<file path="src/shared/rri_pkg.sv">
// Purpose: constants and types shared by the reset/restart interlock
// Assumes: core clock at 100 MHz, register bus is AXI4-Lite with 32-bit data
// Notes: times are kept in their own units and turned into counts here
package rri_pkg;

	// register byte offsets
	localparam logic [7:0] OFF_CTRL = 8'h00;
	localparam logic [7:0] OFF_STATUS = 8'h04;

	// control field layout and reset values
	localparam int CTRL_RUN_BIT = 0;
	localparam int CTRL_EDGE_BIT = 1;
	localparam int CTRL_EN_HEAL_BIT = 2;
	localparam int CTRL_EN_PEND_BIT = 3;
	localparam int CTRL_NUM_LSB = 4;
	localparam logic [3:0] NUM_IN_MIN = 4'h2;
	localparam logic [3:0] NUM_IN_MAX = 4'h8;
	localparam logic [3:0] NUM_IN_RESET = 4'h2;

	// status field layout
	localparam int STAT_RELEASE_BIT = 0;
	localparam int STAT_HEALTHY_BIT = 1;
	localparam int STAT_PENDING_BIT = 2;
	localparam int STAT_ARMED_BIT = 3;
	localparam int STAT_BTN_BIT = 4;
	localparam int STAT_GUARD_LSB = 8;

	// bus answers
	localparam logic [1:0] RESP_OKAY = 2'h0;
	localparam logic [1:0] RESP_SLVERR = 2'h2;

	// timing: clock, scan period, reset hold time, flash rate
	localparam int CLK_MHZ = 100;
	localparam int SCAN_TIME_US = 1000;
	localparam int SCAN_CYCLES = SCAN_TIME_US * CLK_MHZ;
	localparam int HOLD_TIME_MS = 350;
	localparam int HOLD_SCANS = (HOLD_TIME_MS * 1000 + SCAN_TIME_US - 1) / SCAN_TIME_US;
	localparam int FLASH_HZ = 1;
	localparam int FLASH_HALF_SCANS = 1000000 / (2 * FLASH_HZ * SCAN_TIME_US);
	localparam int SCAN_CNT_W = 17;
	localparam int TMR_W = 16;

	// control register as software sees it
	typedef struct packed {
		logic [3:0] num_in;
		logic en_pend;
		logic en_heal;
		logic edge_mode;
		logic run;
	} rri_ctrl_t;

	// interlock outputs travelling together
	typedef struct packed {
		logic release_out;
		logic healthy;
		logic pending;
	} rri_outs_t;

endpackage

</file>
<file path="src/hdl/rri_interlock.sv">
// Purpose: reset/restart interlock that grants a release after guards and operator reset
// Assumes: guard and button pins are asynchronous; scans are paced by a divider enable
// Notes: the restart flavour is this same module; control and status sit on AXI4-Lite
//
// Local design decisions: the register offsets and the AXI4-Lite interface to the registers.
`timescale 1ns/100ps
module rri_interlock #(
	parameter int unsigned SCAN_CYCLES = rri_pkg::SCAN_CYCLES,
	parameter int unsigned HOLD_SCANS = rri_pkg::HOLD_SCANS,
	parameter int unsigned FLASH_HALF_SCANS = rri_pkg::FLASH_HALF_SCANS
) (
	// clock and reset
	input wire logic core_clk,
	input wire logic reset,
	// field pins
	input wire logic [7:0] guard_in,
	input wire logic reset_btn,
	output logic release_out,
	output logic healthy_out,
	output logic pending_out,
	// axi4-lite write address and data
	input wire logic [7:0] s_axi_awaddr,
	input wire logic [2:0] s_axi_awprot,
	input wire logic s_axi_awvalid,
	output logic s_axi_awready,
	input wire logic [31:0] s_axi_wdata,
	input wire logic [3:0] s_axi_wstrb,
	input wire logic s_axi_wvalid,
	output logic s_axi_wready,
	// axi4-lite write response
	output logic [1:0] s_axi_bresp,
	output logic s_axi_bvalid,
	input wire logic s_axi_bready,
	// axi4-lite read
	input wire logic [7:0] s_axi_araddr,
	input wire logic [2:0] s_axi_arprot,
	input wire logic s_axi_arvalid,
	output logic s_axi_arready,
	output logic [31:0] s_axi_rdata,
	output logic [1:0] s_axi_rresp,
	output logic s_axi_rvalid,
	input wire logic s_axi_rready
);

	// two-flop synchronisers for the pins
	logic [8:0] sync1_q; // first stage, read only by the second
	logic [8:0] sync2_q; // usable pin levels
	logic [7:0] guard_s;
	logic btn_s;

	// bus state
	logic aw_full_q, aw_full_d; // write address held
	logic [7:0] aw_addr_q, aw_addr_d;
	logic w_full_q, w_full_d; // write data held
	logic [31:0] w_data_q, w_data_d;
	logic [3:0] w_strb_q, w_strb_d;
	logic bvalid_q, bvalid_d;
	logic [1:0] bresp_q, bresp_d;
	logic rvalid_q, rvalid_d;
	logic [31:0] rdata_q, rdata_d;
	logic [1:0] rresp_q, rresp_d;
	rri_pkg::rri_ctrl_t ctrl_q, ctrl_d; // software control

	// interlock state
	logic [rri_pkg::SCAN_CNT_W-1:0] scan_cnt_q, scan_cnt_d; // scan divider
	logic tick; // one-cycle scan enable
	logic prev_run_q, prev_run_d; // run level seen last cycle
	logic armed_q, armed_d; // button seen off while guards on
	logic holding_q, holding_d; // button held after arming
	logic [rri_pkg::TMR_W-1:0] hold_cnt_q, hold_cnt_d; // scans button held
	logic [rri_pkg::TMR_W-1:0] flash_cnt_q, flash_cnt_d; // scans in this flash phase
	logic flash_ph_q, flash_ph_d; // flash phase level
	rri_pkg::rri_outs_t outs_q, outs_d; // registered pin outputs
	logic all_on; // all enabled guards on
	logic [7:0] guard_mask;

	// mask of enabled guards from the configured count
	function automatic logic [7:0] mask_of(input logic [3:0] n);
		logic [7:0] m;
		m = 8'h00;
		for (int i = 0; i < 8; i++) begin
			if (4'(i) < n) begin
				m[i] = 1'b1;
			end
		end
		return m;
	endfunction

	// clamp a written guard count into the legal span
	function automatic logic [3:0] clamp_num(input logic [3:0] n);
		if (n < rri_pkg::NUM_IN_MIN) begin
			return rri_pkg::NUM_IN_MIN;
		end else if (n > rri_pkg::NUM_IN_MAX) begin
			return rri_pkg::NUM_IN_MAX;
		end
		return n;
	endfunction

	// pin synchronisers
	always_ff @(posedge core_clk or posedge reset) begin
		if (reset) begin
			sync1_q <= 9'h000;
			sync2_q <= 9'h000;
		end else begin
			sync1_q <= {reset_btn, guard_in};
			sync2_q <= sync1_q;
		end
	end
	assign guard_s = sync2_q[7:0];
	assign btn_s = sync2_q[8];

	// guard evaluation: primary is bit 0, extras above it
	assign guard_mask = mask_of(ctrl_q.num_in);
	assign all_on = ((guard_s & guard_mask) == guard_mask);
	assign tick = ctrl_q.run && (scan_cnt_q == rri_pkg::SCAN_CNT_W'(SCAN_CYCLES - 1));

	// next state of the bus slave and control register
	always_comb begin
		aw_full_d = aw_full_q;
		aw_addr_d = aw_addr_q;
		w_full_d = w_full_q;
		w_data_d = w_data_q;
		w_strb_d = w_strb_q;
		bvalid_d = bvalid_q;
		bresp_d = bresp_q;
		rvalid_d = rvalid_q;
		rdata_d = rdata_q;
		rresp_d = rresp_q;
		ctrl_d = ctrl_q;
		// accept address and data in either order
		if (s_axi_awvalid && !aw_full_q) begin
			aw_full_d = 1'b1;
			aw_addr_d = s_axi_awaddr;
		end
		if (s_axi_wvalid && !w_full_q) begin
			w_full_d = 1'b1;
			w_data_d = s_axi_wdata;
			w_strb_d = s_axi_wstrb;
		end
		// retire the response once taken
		if (bvalid_q && s_axi_bready) begin
			bvalid_d = 1'b0;
		end
		// both halves held and no response pending: perform the write
		if (aw_full_q && w_full_q && !bvalid_q) begin
			aw_full_d = 1'b0;
			w_full_d = 1'b0;
			bvalid_d = 1'b1;
			if (aw_addr_q[7:2] == rri_pkg::OFF_CTRL[7:2]) begin
				bresp_d = rri_pkg::RESP_OKAY;
				if (w_strb_q[0]) begin
					// only the low byte carries fields
					ctrl_d = rri_pkg::rri_ctrl_t'(w_data_q[7:0]);
					ctrl_d.num_in = clamp_num(w_data_q[rri_pkg::CTRL_NUM_LSB +: 4]);
				end
			end else if (aw_addr_q[7:2] == rri_pkg::OFF_STATUS[7:2]) begin
				bresp_d = rri_pkg::RESP_OKAY; // read-only, write ignored
			end else begin
				bresp_d = rri_pkg::RESP_SLVERR; // unmapped
			end
		end
		// read: retire then accept a new address
		if (rvalid_q && s_axi_rready) begin
			rvalid_d = 1'b0;
		end
		if (s_axi_arvalid && !rvalid_q) begin
			rvalid_d = 1'b1;
			rdata_d = 32'h0000_0000;
			rresp_d = rri_pkg::RESP_OKAY;
			if (s_axi_araddr[7:2] == rri_pkg::OFF_CTRL[7:2]) begin
				rdata_d[7:0] = ctrl_q;
			end else if (s_axi_araddr[7:2] == rri_pkg::OFF_STATUS[7:2]) begin
				rdata_d[rri_pkg::STAT_RELEASE_BIT] = outs_q.release_out;
				rdata_d[rri_pkg::STAT_HEALTHY_BIT] = all_on;
				rdata_d[rri_pkg::STAT_PENDING_BIT] = outs_q.pending;
				rdata_d[rri_pkg::STAT_ARMED_BIT] = armed_q;
				rdata_d[rri_pkg::STAT_BTN_BIT] = btn_s;
				rdata_d[rri_pkg::STAT_GUARD_LSB +: 8] = guard_s;
			end else begin
				rresp_d = rri_pkg::RESP_SLVERR; // unmapped
			end
		end
	end

	// bus slave registers
	always_ff @(posedge core_clk or posedge reset) begin
		if (reset) begin
			aw_full_q <= 1'b0;
			aw_addr_q <= 8'h00;
			w_full_q <= 1'b0;
			w_data_q <= 32'h0000_0000;
			w_strb_q <= 4'h0;
			bvalid_q <= 1'b0;
			bresp_q <= 2'h0;
			rvalid_q <= 1'b0;
			rdata_q <= 32'h0000_0000;
			rresp_q <= 2'h0;
			ctrl_q <= '{num_in: rri_pkg::NUM_IN_RESET, en_pend: 1'b1, en_heal: 1'b1,
				edge_mode: 1'b0, run: 1'b0};
		end else begin
			aw_full_q <= aw_full_d;
			aw_addr_q <= aw_addr_d;
			w_full_q <= w_full_d;
			w_data_q <= w_data_d;
			w_strb_q <= w_strb_d;
			bvalid_q <= bvalid_d;
			bresp_q <= bresp_d;
			rvalid_q <= rvalid_d;
			rdata_q <= rdata_d;
			rresp_q <= rresp_d;
			ctrl_q <= ctrl_d;
		end
	end

	// next state of the interlock, stepped once per scan
	always_comb begin
		scan_cnt_d = scan_cnt_q;
		prev_run_d = ctrl_q.run;
		armed_d = armed_q;
		holding_d = holding_q;
		hold_cnt_d = hold_cnt_q;
		flash_cnt_d = flash_cnt_q;
		flash_ph_d = flash_ph_q;
		outs_d = outs_q;
		if (!ctrl_q.run || !prev_run_q) begin
			// stopped or first cycle of operation: everything cleared except the flash phase, which is set
			scan_cnt_d = '0;
			armed_d = 1'b0;
			holding_d = 1'b0;
			hold_cnt_d = '0;
			flash_cnt_d = '0;
			flash_ph_d = 1'b1;
			outs_d = '0;
		end else begin
			scan_cnt_d = tick ? '0 : scan_cnt_q + 1'b1;
			if (tick) begin
				outs_d.healthy = all_on && ctrl_q.en_heal;
				if (!all_on) begin
					// a guard dropped: lose release and any arming
					outs_d.release_out = 1'b0;
					armed_d = 1'b0;
					holding_d = 1'b0;
					hold_cnt_d = '0;
				end else if (!outs_q.release_out) begin
					if (!armed_q) begin
						// arm only on a scan where the button is off
						armed_d = !btn_s;
					end else if (ctrl_q.edge_mode) begin
						// off in an armed scan, now on: a rising edge
						if (btn_s) begin
							outs_d.release_out = 1'b1;
							armed_d = 1'b0;
						end
					end else if (btn_s) begin
						// held-pulse: count scans the button stays on
						holding_d = 1'b1;
						if (hold_cnt_q != {rri_pkg::TMR_W{1'b1}}) begin
							hold_cnt_d = hold_cnt_q + 1'b1;
						end
					end else if (holding_q) begin
						// falling edge: accept only after the full hold
						holding_d = 1'b0;
						hold_cnt_d = '0;
						if (hold_cnt_q >= rri_pkg::TMR_W'(HOLD_SCANS)) begin
							outs_d.release_out = 1'b1;
							armed_d = 1'b0;
						end
					end
				end
				// flash timer runs only while waiting for reset
				if (all_on && !outs_d.release_out) begin
					if (flash_cnt_q == rri_pkg::TMR_W'(FLASH_HALF_SCANS - 1)) begin
						flash_cnt_d = '0;
						flash_ph_d = !flash_ph_q;
					end else begin
						flash_cnt_d = flash_cnt_q + 1'b1;
					end
				end else begin
					flash_cnt_d = '0;
					flash_ph_d = 1'b1;
				end
				// pending: steady while held in held-pulse mode, else the flash
				if (!ctrl_q.en_pend || !all_on || outs_d.release_out) begin
					outs_d.pending = 1'b0;
				end else if (!ctrl_q.edge_mode && holding_d) begin
					outs_d.pending = 1'b1;
				end else begin
					outs_d.pending = flash_ph_d;
				end
			end
		end
	end

	// interlock registers
	always_ff @(posedge core_clk or posedge reset) begin
		if (reset) begin
			scan_cnt_q <= '0;
			prev_run_q <= 1'b0;
			armed_q <= 1'b0;
			holding_q <= 1'b0;
			hold_cnt_q <= '0;
			flash_cnt_q <= '0;
			flash_ph_q <= 1'b1;
			outs_q <= '0;
		end else begin
			scan_cnt_q <= scan_cnt_d;
			prev_run_q <= prev_run_d;
			armed_q <= armed_d;
			holding_q <= holding_d;
			hold_cnt_q <= hold_cnt_d;
			flash_cnt_q <= flash_cnt_d;
			flash_ph_q <= flash_ph_d;
			outs_q <= outs_d;
		end
	end

	// outputs straight from flip-flops; restart use needs no other logic
	assign release_out = outs_q.release_out;
	assign healthy_out = outs_q.healthy;
	assign pending_out = outs_q.pending;
	assign s_axi_awready = !aw_full_q;
	assign s_axi_wready = !w_full_q;
	assign s_axi_bvalid = bvalid_q;
	assign s_axi_bresp = bresp_q;
	assign s_axi_arready = !rvalid_q;
	assign s_axi_rvalid = rvalid_q;
	assign s_axi_rdata = rdata_q;
	assign s_axi_rresp = rresp_q;

endmodule // rri_interlock

</file>
<file path="config.mk">
export PLATFORM = sky130hd
export DESIGN_NAME = rri_interlock
export DESIGN_NICKNAME = d
export VERILOG_FILES = /design/src/shared/rri_pkg.sv /design/src/hdl/rri_interlock.sv
export SDC_FILE = /design/constraint.sdc
export NUM_CORES = 1
export LEC_CHECK = 0
export ABC_AREA = 1
export BUFFER_PORTS_ARGS = -buffer_cell sky130_fd_sc_hd__buf_2
export CORE_UTILIZATION = 50
export CTS_BUF_LIST = sky130_fd_sc_hd__clkbuf_2
export CTS_CLUSTER_SIZE = 40
export DETAILED_ROUTE_END_ITERATION = 7
export PLACE_DENSITY = 0.77
export SYNTH_ARGS = -nofsm -noshare
export SYNTH_HDL_FRONTEND = slang
export SYNTH_SLANG_ARGS = --single-unit
export TNS_END_PERCENT = 5
</file>
<file path="constraint.sdc">
create_clock -name core_clk -period 4.7 [get_ports core_clk]
set_input_delay 0.94 -clock core_clk [delete_from_list [all_inputs] [get_ports core_clk]]
set_output_delay 0.94 -clock core_clk [all_outputs]
set_load 0.02 [all_outputs]
</file>
[Word level (Yosys, flattened, before mapping)]
Index checks and enable logic that the tools add are counted.
Operators by class
  add/subtract/negate cells: 3
  multiplexer cells: 84
  reduce and logical (&&, ||, !) cells: 36
  eq/ne operators: 11
  bitwise logic cells: 1
  order comparisons: 11
Operator list (number)
  two-way mux 16 bit: 13
  two-way mux 1 bit: 55
  two-way mux 17 bit: 2
  adder 16 x 1 -> 16 bit, second input constant: 2
  adder 17 x 1 -> 17 bit, second input constant: 1
  == test 17 bit, second input constant: 1
  == test 16 x 9 -> 1 bit, second input constant: 1
  >= comparator 16 x 9 -> 1 bit, second input constant: 1
  less-than comparator 3 x 4 -> 1 bit, first input constant: 4
  two-way mux 8 bit: 2
  inequality test 16 bit, second input constant: 1
  == test 6 x 1 -> 1 bit, second input constant: 2
  logical NOT 1 bit: 12
  logical NOT 6 bit: 2
  two-way mux 4 bit: 3
  logical AND 1 bit: 11
  two-way mux 5 bit: 2
  nonzero test 2 bit: 5
  two-way mux 3 bit: 3
  inequality test 3 x 2 -> 1 bit, second input constant: 3
  bitwise AND 8 bit: 1
  == test 8 bit: 1
  less-than comparator 1 x 4 -> 1 bit, first input constant: 2
  less-than comparator 2 x 4 -> 1 bit, first input constant: 2
  other kinds (9): 14
Storage, ports and cells
  output and inout bits: 44
  input port bits: 74
  register bits after elaboration: 123

[Longest topological paths before layout]
  depth in word-level cells: 17
  mapped depth: 16

[Worst setup path after synthesis]
OpenSTA, ideal clock, no wires.
  path type: input-to-reg
  start point: input s_axi_araddr[5]
  end point: register rdata_q[0] (netlist: s_axi_rdata[0])
  setup time: 83 ps
  buffers on the path: 0
  stages: 4
  arrival: 1934 ps
  required time: 4617 ps
  path slack: 2684 ps
  cell sequence: or3_1 nor3_1 a22oi_1 o21ai_0
On the way
  cells in the longest elaborated chain, start to end: 3
  elaborated cells on any way between the ends: 4
RTL lines
  start, declared: RTL line rri_interlock.sv:35  | input wire logic [7:0] s_axi_araddr,
  == test 6 x 1 -> 1 bit: RTL line rri_interlock.sv:172  | end else if (s_axi_araddr[7:2] == rri_pkg::OFF_STATUS[7:2]) begin
  two-way mux 5 bit: RTL line rri_interlock.sv:172
  two-way mux 5 bit (*): RTL line rri_interlock.sv:170  | if (s_axi_araddr[7:2] == rri_pkg::OFF_CTRL[7:2]) begin
  end signal, assigned: RTL line rri_interlock.sv:209  | rdata_q <= rdata_d;
  end, declared: RTL line rri_interlock.sv:60  | logic [31:0] rdata_q, rdata_d;
Every way passes the cells marked *; elsewhere a longest branch is shown, timed or not.
A chain may end at the register's enable or synchronous reset.

[Worst setup path in the final report]
  start point: register ctrl_q, in the netlist prev_run_d
  end point: register flash_cnt_q[15] (netlist name)
On the way
  cells in the longest elaborated chain, start to end: 3
  elaborated cells on any way between the ends: 5
RTL lines
  start, declared: RTL line rri_interlock.sv:62  | rri_pkg::rri_ctrl_t ctrl_q, ctrl_d;
  start signal, assigned: RTL line rri_interlock.sv:198  | ctrl_q <= '{num_in: rri_pkg::NUM_IN_RESET, en_pend: 1'b1, en_heal: 1'b1,
  start signal, assigned: RTL line rri_interlock.sv:211  | ctrl_q <= ctrl_d;
  logical NOT 1 bit: RTL line rri_interlock.sv:225  | if (!ctrl_q.run || !prev_run_q) begin
  logical OR 1 bit: RTL line rri_interlock.sv:225
  two-way mux 16 bit or nonzero test 2 bit (tied branches)
  end signal, assigned: RTL line rri_interlock.sv:311  | flash_cnt_q <= flash_cnt_d;
  end, declared: RTL line rri_interlock.sv:71  | logic [rri_pkg::TMR_W-1:0] flash_cnt_q, flash_cnt_d;
Several ways; a longest one is shown, not always the timed one.

==> summary.md <==
| Metric | Value |
|---|---|
| Largest area contributor in the netlist | dfrtp_1 |
| Endpoints failing hold | 0 |
| GP Congestion | 0.833 |
| CTS resizes | 0 |
| Cts hold-fix bufs | 0 |
| Arrival @ worst endpoint | 3.27 ns |
| Routed Antenna Nets | 0 |
| Max Root-Sink Buffers | 2 |
| Slew headroom | 0.451 |
| Die Span Y | roughly 110 µm |
| FP Rows | 39 |
| Gr usage total | 0.215 |
| Least-Margin Pin Slew | 0.824 ns |
| Leakage | ~0.0032 µW |
| Commonest cells in the netlist | 182 x nand2_1, 115 x dfrtp_1, 81 x inv_1 |
| Antenna fix cells | 0 |
| Min cycle time layout | 2.73 ns |
| H-Tree Depth | 4 |
| Final TNS setup | 0 ns |
| Nets@finish | 875 |
| Cts bufs inserted | 17 |
| Post-synthesis register bit count | between 100 and 150 |
| Core box area | 11600 µm² |
| Drt first-iter violations | 320 |
| Power per cell area | slightly below 400 nW/µm² |
| CTS tree | built |
| Kind of critical path | flop to flop |
| Root Buffer | clkbuf_2 |
| Io pins | 118 |
| Register area share after synthesis | 0.494 |
| Initial core utilization | 0.520 |
| Synth area leaders | dfrtp_1 48%, nand2_1 11%, inv_1 5.0%, nor2_1 4.6%, nand3_1 3.3% |
| Post-synth top area share | 0.476 |
| Period utilization | 0.580 |
| Filler cells | 1072 |
| # DRC | 4 |
| Status | finished with violations |
| Area grow syn2layout | 10.5% |
| YS warnings | 0 |
| Final wirelength | approximately 12000 µm |
| Total iterations of the first detailed-routing run | 6 |
| Async SR Flop Fraction | 1.00 |
| Number of global-route vias before repair | 4748 |
| Clk sinks | 119 |
| Post-Syn Area per Cell | 8.28 µm² |
| Synth Cell Area | 6040 µm² |
| DR vias/cell | 5.21 |
| First-pass GRT wire length | 21500 µm |
| Hold WC Path Type | primary input to flop |
| Yosys cell types | between 40 and 50 |
| Nature of the critical path startpoint | flop |
| F_max | 367 MHz |
| Via count | 4963 |
| Wire per inst | 13.0 µm |
| MaxCap Viol Count | 0 |
| Initial antenna violation count | 0 |
| Fraction of layout cells with a size suffix above 1 | 0.179 |
| Top FF cell, synth | dfrtp_1 |
| Setup Viol. Count Final | 0 |
| Critical Path Sink Type | flop |
| Syn Inst Count | 729 |
| Die area | 12500 µm² |
| Clock-pin slew on the worst setup and hold paths | 0.20 ns |
| Skew final | 0.0249 ns |
| Required @ worst endpoint | approximately 5.3 ns |
| DP Wirelength | 8530 µm |
| Largest net degree at the start of global routing | 72 |
| Final core utilization | 0.575 |
| RSZ-0062 raised after global routing | no |
| Crit Path Max Fanout | 30 |
| Maximum VDD drop | 0.267 mV |
| Grt ovf | 0 |
| Worst skew pair latency | about 0.7 ns |
| Most frequent cell after synthesis | nand2_1 |
| EDFF count, synth | 0 |
| Fin. max-slew vios | 0 |
| Port Buffers | 62 |
| Postcts setup bufs | 0 |
| Violated checks | DRC |
| Die Width | 112 µm |
==> area by class of cell <==
| class | instances | area [µm²] | share of cell area |
|---|---|---|---|
| sequential | 119 | 2980 | 0.447 |
| timing repair buffer | 64 | 325 | 0.0487 |
| tap | 143 | 179 | 0.0268 |
| clock inverter | 14 | 199 | 0.0298 |
| inverter | 86 | 328 | 0.0491 |
| multi-input combinational | 509 | 2570 | 0.385 |
| clock buffer | 18 | 90.1 | 0.0135 |
==> report_power, final <==
part           switching (µW)  leakage (µW)  total, µW  internal, µW
logic                     396       0.00145        564           168
registers                84.3       0.00155       1240          1160
clock network             415      0.000158        771           357
total                     895       0.00316       2580          1680
==> state kept, by name, indices dropped and copies added, names as in the netlist, 6 cells and up <==
signal and cells:
aw_addr_q 6, ctrl_q 7, flash_cnt_q 16, hold_cnt_q 16
s_axi_rdata 16, scan_cnt_q 17, sync1_q 9, sync2_q 9
w_data_q 8
==> through the flow <==
| stage | hold WS [ns] | power (µW) | cell area [µm²] | cells | setup WS [ns] |
|---|---|---|---|---|---|
| 2_1_floorplan | 0.331 | 1680 | 6100 | 746 | 0.609 |
| 3_3_place_gp | 0.331 | 1810 | 6390 | 921 | 2.03 |
| 3_5_place_dp | 0.335 | 1830 | 6390 | 921 | 1.99 |
| 4_1_cts | 0.299 | 2600 | 6680 | 953 | 1.98 |
| 5_1_grt | 0.251 | 2730 | 6680 | 953 | 1.77 |
| 6_report | 0.344 | 2580 | 6680 | 953 | 1.97 |
==> layout by cell type, fill, tap and decap left out, drive strengths merged, types with 10 or more instances in the layout <==
| cell | instances |
|---|---|
| a21oi | 22 |
| buf | 64 |
| clkbuf | 18 |
| conb | 18 |
| dfrtp | 115 |
| inv | 88 |
| mux2 | 13 |
| nand2 | 189 |
| nand3 | 42 |
| nand4 | 19 |
| nor2 | 85 |
| nor3 | 22 |
| nor4 | 10 |
| o21ai | 40 |
| o21bai | 11 |
| xor2 | 13 |
==> metal layers <==
layer | track usage | up-vias | share of wire
met5 | 0 | - | 0
met4 | 0.0766 | 0 | 0.018
met3 | 0.0637 | 22 | 0.056
met2 | 0.356 | 146 | 0.48
met1 | 0.268 | 2325 | 0.44
li1 | - | 2470 | -
==> cell families after synthesis <==
group,count (synthesis),synth area share
AND/OR/NAND/NOR,373,0.278
flip-flops,119,0.494
buffers and inverters,118,0.0907
AO/OA/AOI/OAI,86,0.0827
XOR/XNOR,15,0.0218
multiplexers,13,0.0242
adder cells (fa/ha/maj),4,0.00829
other,1,0.000621
==> path summary, 6_finish.rpt <==
path                              from         endpoint  slack [ns]  depth (start not counted)
setup / recovery            prev_run_d  flash_cnt_q[15]        1.97                          8
hold / removal             guard_in[7]       sync1_q[7]        0.34                          1
setup reg to reg            prev_run_d  flash_cnt_q[15]        1.97                          8
hold reg to reg             sync1_q[5]       sync2_q[5]        0.38                          0
max in group asynchronous        reset       flash_ph_q        3.36                          3
min in group asynchronous        reset   scan_cnt_q[10]        0.40                          2
==> critical path, stage by stage (launching register included) <==
cell	delay, ns
dfrtp_1	0.47
nand2_1	0.56
inv_1	0.31
nand2_2	0.60
inv_2	0.31
nor2_1	0.16
nand4_1	0.09
nand2_1	0.07
a21oi_1	0.04
(Power assumes the default switching activity.)
